===== config.mk =====
export PLATFORM = sky130hd
export DESIGN_NAME = ffmc_codec
export DESIGN_NICKNAME = d
export VERILOG_FILES = /design/src/hw/ffmc_pkg.sv /design/src/hw/ffmc_codec.sv
export SDC_FILE = /design/constraint.sdc
export NUM_CORES = 1
export LEC_CHECK = 0
export BUFFER_PORTS_ARGS = -buffer_cell sky130_fd_sc_hd__buf_2
export CORE_MARGIN = 2
export CORE_UTILIZATION = 50
export CTS_BUF_LIST = sky130_fd_sc_hd__clkbuf_4
export CTS_CLUSTER_DIAMETER = 60
export DETAILED_ROUTE_END_ITERATION = 7
export GPL_TIMING_DRIVEN = 0
export MAX_ROUTING_LAYER = met4
export PLACE_DENSITY_LB_ADDON = 0.15
export SETUP_SLACK_MARGIN = 0.2
export SKIP_CTS_REPAIR_TIMING = 1
export SLEW_MARGIN = 10
export SYNTH_ARGS = -nofsm -noshare
export SYNTH_HDL_FRONTEND = slang
export SYNTH_SLANG_ARGS = --single-unit
export TNS_END_PERCENT = 30

===== constraint.sdc =====
create_clock -name clk_sys -period 4.3 [get_ports clk_sys]
set_clock_uncertainty 0.2 [all_clocks]
set_input_delay 0.86 -clock clk_sys [delete_from_list [all_inputs] [get_ports clk_sys]]
set_output_delay 0.86 -clock clk_sys [all_outputs]
set_load 0.01 [all_outputs]

===== src/hw/ffmc_pkg.sv =====
// Package: constants and carrier types for the fixed frame message codec
package ffmc_pkg;
  // ---------------------------------------------------------------
  // Framing
  // ---------------------------------------------------------------
  localparam logic [7:0] FFMC_START = 8'h7e; // Opening byte
  localparam logic [7:0] FFMC_END = 8'h7f; // Closing byte
  localparam logic [7:0] FFMC_TYPE_RELAY = 8'h03; // Relay command type
  localparam logic [7:0] FFMC_TYPE_DIST = 8'h16; // Distance data type
  localparam logic [7:0] FFMC_TYPE_LOAD = 8'h25; // Load data type
  // x16+x15+x2+1, bit-reversed because the check is shifted LSB first
  localparam logic [15:0] FFMC_CRC_POLY = 16'ha001;
  localparam logic [15:0] FFMC_CRC_INIT = 16'h0000; // Register seed
  localparam int FFMC_FRAME_LEN = 47; // Default fixed frame length
  localparam int FFMC_RELAY_LEN = 9; // Meaningful relay bytes
  localparam int FFMC_LOAD_LEN = 11; // Meaningful load bytes
  localparam int FFMC_DIST_LEN = 47; // Distance message bytes
  // Byte positions in a frame
  localparam logic [5:0] FFMC_POS_TYPE = 6'h01;
  localparam logic [5:0] FFMC_POS_ERR = 6'h16; // Error field, byte 22
  localparam logic [5:0] FFMC_POS_CRC = 6'h2c; // Check field, byte 44
  localparam logic [5:0] FFMC_POS_LAST = 6'h2e; // End byte, byte 46
  // Address layout
  localparam int FFMC_STN_LSB = 11;
  localparam int FFMC_GRP_LSB = 1;
  localparam logic [4:0] FFMC_DIST_STATION = 5'h02; // Source station
  // Distance error codes
  localparam logic [15:0] FFMC_ERR_OK = 16'h0000;
  localparam logic [15:0] FFMC_ERR_NOSIG = 16'h0001;
  localparam logic [15:0] FFMC_ERR_WEAK = 16'h0002;
  localparam logic [15:0] FFMC_ERR_SPEED = 16'h0004;
  localparam logic [15:0] FFMC_ERR_FAIL = 16'h0005;
  localparam logic [15:0] FFMC_ERR_RANGE = 16'h0014;
  localparam logic [15:0] FFMC_ERR_SYNC0 = 16'h0015;
  localparam logic [15:0] FFMC_ERR_SYNC1 = 16'h0016;
  localparam logic [15:0] FFMC_ERR_SYNC2 = 16'h0019;
  localparam logic [15:0] FFMC_ERR_SYNC3 = 16'h0020;
  localparam logic [15:0] FFMC_ERR_OUTLIER = 16'h00fe;
  localparam logic [15:0] FFMC_ERR_NODATA = 16'hffff;

  // Measurement handed in for transmission
  typedef struct packed {
    logic [9:0] groupNumber; // Own group
    logic signed [31:0] distance; // mm
    logic signed [31:0] velocity; // mm/s
    logic signed [15:0] level; // dB/10
    logic [15:0] errCode; // Status code
  } ffmc_meas_type;

  // Decoded load data
  typedef struct packed {
    logic [15:0] srcAddr;
    logic hasLimit; // Flag bit 0
    logic limitState; // Flag bit 1
    logic shapesValid; // Flag bit 2
    logic heightValid; // Flag bit 3
    logic [7:0] inactiveShapes; // 1 = shape inactive
    logic [15:0] height; // cm, 0 = top
  } ffmc_load_type;

  // Frame parser states
  typedef enum logic [2:0] {
    FFMC_RX_IDLE = 3'b001,
    FFMC_RX_BODY = 3'b010,
    FFMC_RX_PAD = 3'b100
  } ffmc_rx_type;
endpackage


===== src/hw/ffmc_codec.sv =====
// Fixed frame message codec: relay and load parser, distance framer
`timescale 1ns/1ps
// Function
// - Frames open 0x7e, close 0x7f, type second
// - CRC-16 over type and data bytes
// - Multi-byte fields sent most significant first
// - Relay command type 0x03, nine bytes
// - Only selected relays change state
// - No acknowledgment for relay commands
// - Distance message type 0x16 and layout
// - Distance message exactly 47 bytes
// - Load flag bits decoded as documented
// - Shape mask one means inactive
// - Height in centimetres, zero at top
// - Address: station 15..11, group 10..1
// - Distance source station always two
// - Distance error codes for measurement status
// - Sync, outlier and no-data error codes
module ffmc_codec
  import ffmc_pkg::*;
#(
  parameter int FRAME_LEN = FFMC_FRAME_LEN, // Fixed frame length
  parameter int RELAYS = 8 // Relay outputs
) (
  input wire logic clk_sys,
  input wire logic rst,
  input wire logic clkEn, // Low freezes all state
  input wire logic [7:0] rxData, // Byte from host stream
  input wire logic rxValid,
  input wire logic [15:0] ownAddr, // Address this unit answers to
  input wire logic [RELAYS-1:0] relayInit, // Relay levels after reset
  input wire ffmc_meas_type meas, // Measurement to send
  input wire logic measValid, // Request one distance message
  output logic measReady, // Framer idle
  output logic [7:0] txData,
  output logic txValid,
  input wire logic txReady,
  output logic [RELAYS-1:0] relayState,
  output ffmc_load_type loadData,
  output logic loadStrobe, // One cycle per accepted load frame
  output logic frameDrop // One cycle per known-type frame with bad end byte or check
);
  // ---------------------------------------------------------------
  // CRC step
  // ---------------------------------------------------------------
  // Reflected CRC, LSB first, polynomial x16+x15+x2+1
  // The host runs the reflected form; an MSB-first shift would disagree
  // on every nonzero check and drop every frame
  function automatic logic [15:0] crcStep(input logic [15:0] c,
                                          input logic [7:0] d);
    logic [15:0] r;
    r = c ^ {8'h00, d};
    for (int i = 0; i < 8; i++) begin
      if (r[0]) begin
        r = {1'b0, r[15:1]} ^ FFMC_CRC_POLY;
      end else begin
        r = {1'b0, r[15:1]};
      end
    end
    return r;
  endfunction

  // ---------------------------------------------------------------
  // Receive parser
  // ---------------------------------------------------------------
  ffmc_rx_type rxState_r; // Parser state
  logic [5:0] rxPos_r; // Byte index in frame
  logic [7:0] rxType_r; // Type of frame in flight
  logic [7:0] rxBuf_r [0:7]; // Bytes 2..9 of the frame
  logic [15:0] rxCrc_r; // Running check over type and data
  logic [15:0] rxGot_r; // Received check field
  logic [5:0] rxLen; // Meaningful length of current type
  logic rxOk; // End and check acceptable
  logic rxEndPos; // Byte carries the end marker
  logic [5:0] dataEnd; // First check byte index

  always_comb begin
    rxLen = (rxType_r == FFMC_TYPE_RELAY) ? 6'(FFMC_RELAY_LEN)
                                          : 6'(FFMC_LOAD_LEN);
    dataEnd = rxLen - 6'h03;
    rxEndPos = (rxPos_r == rxLen - 6'h01);
    // Zero check value is accepted as valid
    rxOk = (rxData == FFMC_END) &&
           ((rxGot_r == 16'h0000) || (rxGot_r == rxCrc_r));
  end

  // Parser sequencing: start byte, known type, fixed-length tail
  always_ff @(posedge clk_sys) begin
    if (rst) begin
      rxState_r <= FFMC_RX_IDLE;
      rxPos_r <= 6'h00;
      rxType_r <= 8'h00;
    end else if (clkEn && rxValid) begin
      case (rxState_r)
        FFMC_RX_IDLE: begin
          if (rxData == FFMC_START) begin
            rxState_r <= FFMC_RX_BODY;
            rxPos_r <= FFMC_POS_TYPE;
          end
        end
        FFMC_RX_BODY: begin
          rxPos_r <= rxPos_r + 6'h01;
          if (rxPos_r == FFMC_POS_TYPE) begin
            rxType_r <= rxData;
            // Unknown types are swallowed as padding
            if (rxData != FFMC_TYPE_RELAY && rxData != FFMC_TYPE_LOAD) begin
              rxState_r <= FFMC_RX_PAD;
            end
          end else if (rxEndPos) begin
            rxState_r <= FFMC_RX_PAD;
          end
        end
        FFMC_RX_PAD: begin
          // Host pads to the fixed length; skip the rest
          rxPos_r <= rxPos_r + 6'h01;
          if (rxPos_r == 6'(FRAME_LEN - 1)) begin
            rxState_r <= FFMC_RX_IDLE;
          end
        end
        default: rxState_r <= FFMC_RX_IDLE;
      endcase
    end
  end

  // Check accumulation and field capture
  always_ff @(posedge clk_sys) begin
    if (rst) begin
      rxCrc_r <= FFMC_CRC_INIT;
      rxGot_r <= 16'h0000;
      for (int i = 0; i < 8; i++) begin
        rxBuf_r[i] <= 8'h00;
      end
    end else if (clkEn && rxValid && rxState_r == FFMC_RX_BODY) begin
      if (rxPos_r < dataEnd || rxPos_r == FFMC_POS_TYPE) begin
        rxCrc_r <= crcStep(rxPos_r == FFMC_POS_TYPE ? FFMC_CRC_INIT
                                                    : rxCrc_r, rxData);
      end else if (!rxEndPos) begin
        rxGot_r <= {rxGot_r[7:0], rxData};
      end
      if (rxPos_r >= 6'h02 && rxPos_r < 6'h0a) begin
        rxBuf_r[3'(rxPos_r - 6'h02)] <= rxData;
      end
    end
  end

  // ---------------------------------------------------------------
  // Relay and load outputs
  // ---------------------------------------------------------------
  logic frameDone; // End byte position reached
  logic [15:0] dstAddr; // Address field, high byte first
  assign frameDone = clkEn && rxValid && rxState_r == FFMC_RX_BODY &&
                     rxPos_r != FFMC_POS_TYPE && rxEndPos;
  assign dstAddr = {rxBuf_r[0], rxBuf_r[1]};

  // Relay update; no answer frame is ever queued
  always_ff @(posedge clk_sys) begin
    if (rst) begin
      relayState <= relayInit;
    end else if (frameDone && rxOk && rxType_r == FFMC_TYPE_RELAY &&
                 dstAddr == ownAddr) begin
      relayState <= (relayState & ~rxBuf_r[2][RELAYS-1:0]) |
                    (rxBuf_r[2][RELAYS-1:0] & rxBuf_r[3][RELAYS-1:0]);
    end
  end

  // Load capture and event pulses
  always_ff @(posedge clk_sys) begin
    if (rst) begin
      loadData <= '0;
      loadStrobe <= 1'b0;
      frameDrop <= 1'b0;
    end else if (clkEn) begin
      loadStrobe <= frameDone && rxOk && rxType_r == FFMC_TYPE_LOAD;
      frameDrop <= frameDone && !rxOk;
      if (frameDone && rxOk && rxType_r == FFMC_TYPE_LOAD) begin
        loadData.srcAddr <= dstAddr;
        loadData.hasLimit <= rxBuf_r[2][0];
        loadData.limitState <= rxBuf_r[2][1];
        loadData.shapesValid <= rxBuf_r[2][2];
        loadData.heightValid <= rxBuf_r[2][3];
        loadData.inactiveShapes <= rxBuf_r[3];
        loadData.height <= {rxBuf_r[4], rxBuf_r[5]};
      end
    end
  end

  // ---------------------------------------------------------------
  // Distance framer
  // ---------------------------------------------------------------
  logic txBusy_r; // Frame in progress
  logic [5:0] txPos_r; // Byte being offered
  logic [15:0] txCrc_r; // Running check
  logic [7:0] txHold_r [0:16]; // Bytes 2..18 latched
  logic [15:0] txErr_r; // Error field
  logic [7:0] txByte; // Byte at txPos_r

  assign measReady = !txBusy_r;

  // Byte selection by position; reserved bytes are zero
  always_comb begin
    txByte = 8'h00;
    if (txPos_r == 6'h00) begin
      txByte = FFMC_START;
    end else if (txPos_r == FFMC_POS_TYPE) begin
      txByte = FFMC_TYPE_DIST;
    end else if (txPos_r < 6'h13) begin
      txByte = txHold_r[5'(txPos_r - 6'h02)];
    end else if (txPos_r == FFMC_POS_ERR) begin
      txByte = txErr_r[15:8];
    end else if (txPos_r == FFMC_POS_ERR + 6'h01) begin
      txByte = txErr_r[7:0];
    end else if (txPos_r == FFMC_POS_CRC) begin
      txByte = txCrc_r[15:8];
    end else if (txPos_r == FFMC_POS_CRC + 6'h01) begin
      txByte = txCrc_r[7:0];
    end else if (txPos_r == FFMC_POS_LAST) begin
      txByte = FFMC_END;
    end
  end

  // Output byte register
  always_ff @(posedge clk_sys) begin
    if (rst) begin
      txData <= 8'h00;
      txValid <= 1'b0;
    end else if (clkEn) begin
      if (txValid && !txReady) begin
        txValid <= 1'b1;
      end else begin
        txValid <= txBusy_r;
        txData <= txByte;
      end
    end
  end

  // Position, check and payload latch
  always_ff @(posedge clk_sys) begin
    if (rst) begin
      txBusy_r <= 1'b0;
      txPos_r <= 6'h00;
      txCrc_r <= FFMC_CRC_INIT;
      txErr_r <= FFMC_ERR_NODATA;
      for (int i = 0; i < 17; i++) begin
        txHold_r[i] <= 8'h00;
      end
    end else if (clkEn) begin
      if (!txBusy_r) begin
        if (measValid) begin
          txBusy_r <= 1'b1;
          txPos_r <= 6'h00;
          txCrc_r <= FFMC_CRC_INIT;
          txErr_r <= meas.errCode;
          {txHold_r[0], txHold_r[1]} <= {FFMC_DIST_STATION,
              meas.groupNumber, 1'b0};
          {txHold_r[2], txHold_r[3], txHold_r[4], txHold_r[5]} <=
              meas.distance;
          {txHold_r[6], txHold_r[7], txHold_r[8], txHold_r[9]} <=
              meas.velocity;
          {txHold_r[10], txHold_r[11]} <= meas.level;
          for (int i = 12; i < 17; i++) begin
            txHold_r[i] <= 8'h00;
          end
        end
      end else if (!(txValid && !txReady)) begin
        txPos_r <= txPos_r + 6'h01;
        if (txPos_r >= FFMC_POS_TYPE && txPos_r < FFMC_POS_CRC) begin
          txCrc_r <= crcStep(txCrc_r, txByte);
        end
        if (txPos_r == FFMC_POS_LAST) begin
          txBusy_r <= 1'b0;
        end
      end
    end
  end

  // ---------------------------------------------------------------
  // Checks
  // ---------------------------------------------------------------
  a_relay_unselected: assert property (
    @(posedge clk_sys) disable iff (rst)
    frameDone && rxType_r == FFMC_TYPE_RELAY |=>
      ((relayState ^ $past(relayState)) & ~$past(rxBuf_r[2][RELAYS-1:0]))
      == '0)
    else $error("Unselected relay changed");
  a_frame_start: assert property (
    @(posedge clk_sys) disable iff (rst)
    clkEn && !txBusy_r && measValid |=> txPos_r == 6'h00 && txBusy_r)
    else $error("Frame start mislaid");
  a_bad_drop: assert property (
    @(posedge clk_sys) disable iff (rst)
    frameDone && !rxOk |=> frameDrop && !loadStrobe)
    else $error("Bad frame not dropped");
  a_end_byte: assert property (
    @(posedge clk_sys) disable iff (rst)
    clkEn && txBusy_r && txPos_r == FFMC_POS_LAST && !(txValid && !txReady)
    |=> txData == FFMC_END && !txBusy_r)
    else $error("End byte wrong");
  // A good load frame must always be reported to the consumer
  a_load_strobe: assert property (
    @(posedge clk_sys) disable iff (rst)
    frameDone && rxOk && rxType_r == FFMC_TYPE_LOAD |=> loadStrobe)
    else $error("Load frame not reported");
  // A stalled byte must stay put, or the frame loses its fixed length
  a_tx_hold: assert property (
    @(posedge clk_sys) disable iff (rst)
    txValid && !txReady |=> txValid && $stable(txData))
    else $error("Offered byte changed while stalled");
endmodule // ffmc_codec


==> impl_metrics.tcl <==
set metrics [dict create \
    status "finished with violations" \
    violations "design-rule violations" \
    start_kind "register" \
    synth-main-ff-cell "dfxtp_1" \
    cts_tree "built" \
    antenna_left 0 \
    worstSetupEndpointType "register" \
    setup_viol 0 \
    worstRegToRegCells 14 \
    fmax_ghz 0.245 \
    synth_top_area_frac 0.352 \
    layout_common_cells "nand2_1, dfxtp_1, buf_2, nor2_1, a21oi_1" \
    cp_max_fo 10 \
    rsz0062_at_grt "yes" \
    drt_iter0_markers 886 \
    io_pins 208 \
    min_from "meas[19]" \
    cts_buffer_depth 3 \
    avgSynthCellArea_um2 9.04 \
    p_leak_uw 0.00650 \
    dp_hpwl_um 27700 \
    tns_ns 0 \
    grt_pass1_wl_um 59300 \
    slew_viol_final 0 \
    worst_ep_required_time_ns 4.64 \
    via_per_inst 5.44 \
    dieArea_um2 27900 \
    fill_cells 2398 \
    root_buffer "clkbuf_4" \
    drive_above_1_share 0.232 \
    ys_seq_area_frac 0.478 \
    hold_depth 3 \
    clkLatencyLatePin_ns 0.70 \
    drc_errors 11 \
    layout_commonest_cell "nand2_1" \
    syn_area_um2 13300 \
    clk_pin_slew_ns 0.07 \
    hold_ws_ns 0.197 \
    gr-total-overflow 0 \
    r2r-start "txPos_r[1]$_SDFFE_PP0P_" \
    cp.arrival_ns 4.42 \
    place_area_um2 14800 \
    fin_nets 1923 \
    clock_sinks 290 \
    syn_nets 1630 \
    numCtsBuffers 77 \
    wl_um 37900 \
    htree_num_levels 3 \
    period_share 0.948 \
    synth-seq-cells 290 \
    vias 11800 \
    hold_viol 0 \
    die_y_um 167 \
    crit_start "txPos_r[1]$_SDFFE_PP0P_" \
    gp_congestion 0.977 \
    slew-limit-headroom 0.335 \
    yosys-top-cells-area "dfxtp_1, edfxtp_1, nand2_1, mux2i_1, a21oi_1" \
    antenna_found_initial 1 \
    area_delta_synth_final_pct 20.9 \
    initial_core_util 0.509 \
    wire_per_inst_um 17.5 \
    min_path_type "input port to register" \
    ir_drop_uv 204 \
    async_flop_share 0 \
    min_period_ns 4.08 \
    synth_cells 1473 \
    drtPass1Iterations 7 \
    num_rows 59 \
    grt_start_max_net_pins 13 \
    ys_types 67 \
    io_buffers 205 \
    tightest_slew_ns 0.998 \
    finalInstanceArea_um2 16100 \
    synth_top_area_cell "dfxtp_1" \
    grt_pass1_vias 11400 \
    synth_warnings 0 \
    critPathKind "register to register" \
    synth_enable_flop_cells 56 \
    die_w_um 167 \
    grt_usage 0.276 \
    cellPowerDensity_nw_per_um2 366 \
    core_area_um2 26100 \
    drv_cap 0 \
]
-- Yosys cell counts (17+ instances only) --
cell and count:
a21oi_1 131, edfxtp_1 56, nor2_1 140, mux2i_1 69, and2_1 54, nand2_1 293
clkbuf_1 82, xnor2_1 60, nand3b_1 20, nor4_1 17, o21ai_0 22, xor2_1 35
inv_1 17, dfxtp_1 234, nand3_1 36
-- registers in the layout (all words and copies together) (netlist names), named ones only --
register and count:
rxCrc_r 16, rxGot_r 16, rxState_r 3, txHold_r 91
loadStrobe 1, txCrc_r 16, frameDrop 1, txData 8
txPos_r 6, rxPos_r 6, txBusy_r 1, txErr_r 16
loadData 44, rxBuf_r 48, rxType_r 8, txValid 1
-- worst paths after layout --
path | end | slack (ns)
worst max-delay path | txCrc_r[15]$_SDFFE_PP0P_ | 0.22
worst max register to register | txCrc_r[15]$_SDFFE_PP0P_ | 0.22
worst min register to register | txHold_r[93]$_SDFFE_PP0P_ | 0.25
worst min-delay path | txHold_r[43]$_SDFFE_PP0P_ | 0.20
-- area by class of cell --
type	instances	area (µm²)	share of cell area
multi-input cells	1066	6700	0.417
inverters	17	63.8	0.00397
repair buffers	214	1090	0.0680
flip-flops and latches	290	6370	0.396
diodes	1	2.50	0.000156
well taps	335	419	0.0261
clock inverters	14	98.8	0.00615
clock buffers	122	916	0.0569
plain buffers	100	418	0.0260
-- critical path: stages (launching register included) --
cell	delay, ns
dfxtp_4	0.44
buf_6	0.21
inv_1	0.18
ha_4	0.25
xnor2_4	0.29
buf_4	0.19
nand3_1	0.09
a31oi_2	0.34
a2111oi_4	0.09
xnor2_1	0.36
xnor3_1	0.42
xnor3_2	0.45
xor2_1	0.18
a22oi_1	0.18
nor2_1	0.06
-- report_power, final --
group	total [µW]	leakage, µW	internal [µW]	switching, µW
clock	2490	0.000611	1350	1140
sequential	2900	0.00248	2850	47.2
combinational	505	0.00341	200	305
-- per-stage QoR --
stage	util	power, µW	setup WS [ns]	cells
CTS	0.604	5910	-0.535	2150
finish	0.615	5890	0.223	2159
floorplan	-	3230	0.383	1473
global route	0.615	6150	0.00281	2159
global placement	0.565	3430	-0.422	2013
detailed placement	0.565	3440	-0.496	2014
-- routing by layer --
metal,track usage,routed length [µm],vias up
met5,-,0,-
met3,0.0626,3240,68
met1,0.375,17200,5524
met4,0.0972,839,0
li1,-,-,5680
met2,0.407,16600,480
-- logic make-up after synthesis --
group	share of synthesized area
flip-flops	0.478
XOR/XNOR	0.0672
AO/OA/AOI/OAI	0.108
adder cells (fa/ha/maj)	0.0122
buffers and inverters	0.0351
AND/OR/NAND/NOR	0.213
multiplexers	0.0855
Note: power is estimated with default switching activity, not from simulation.
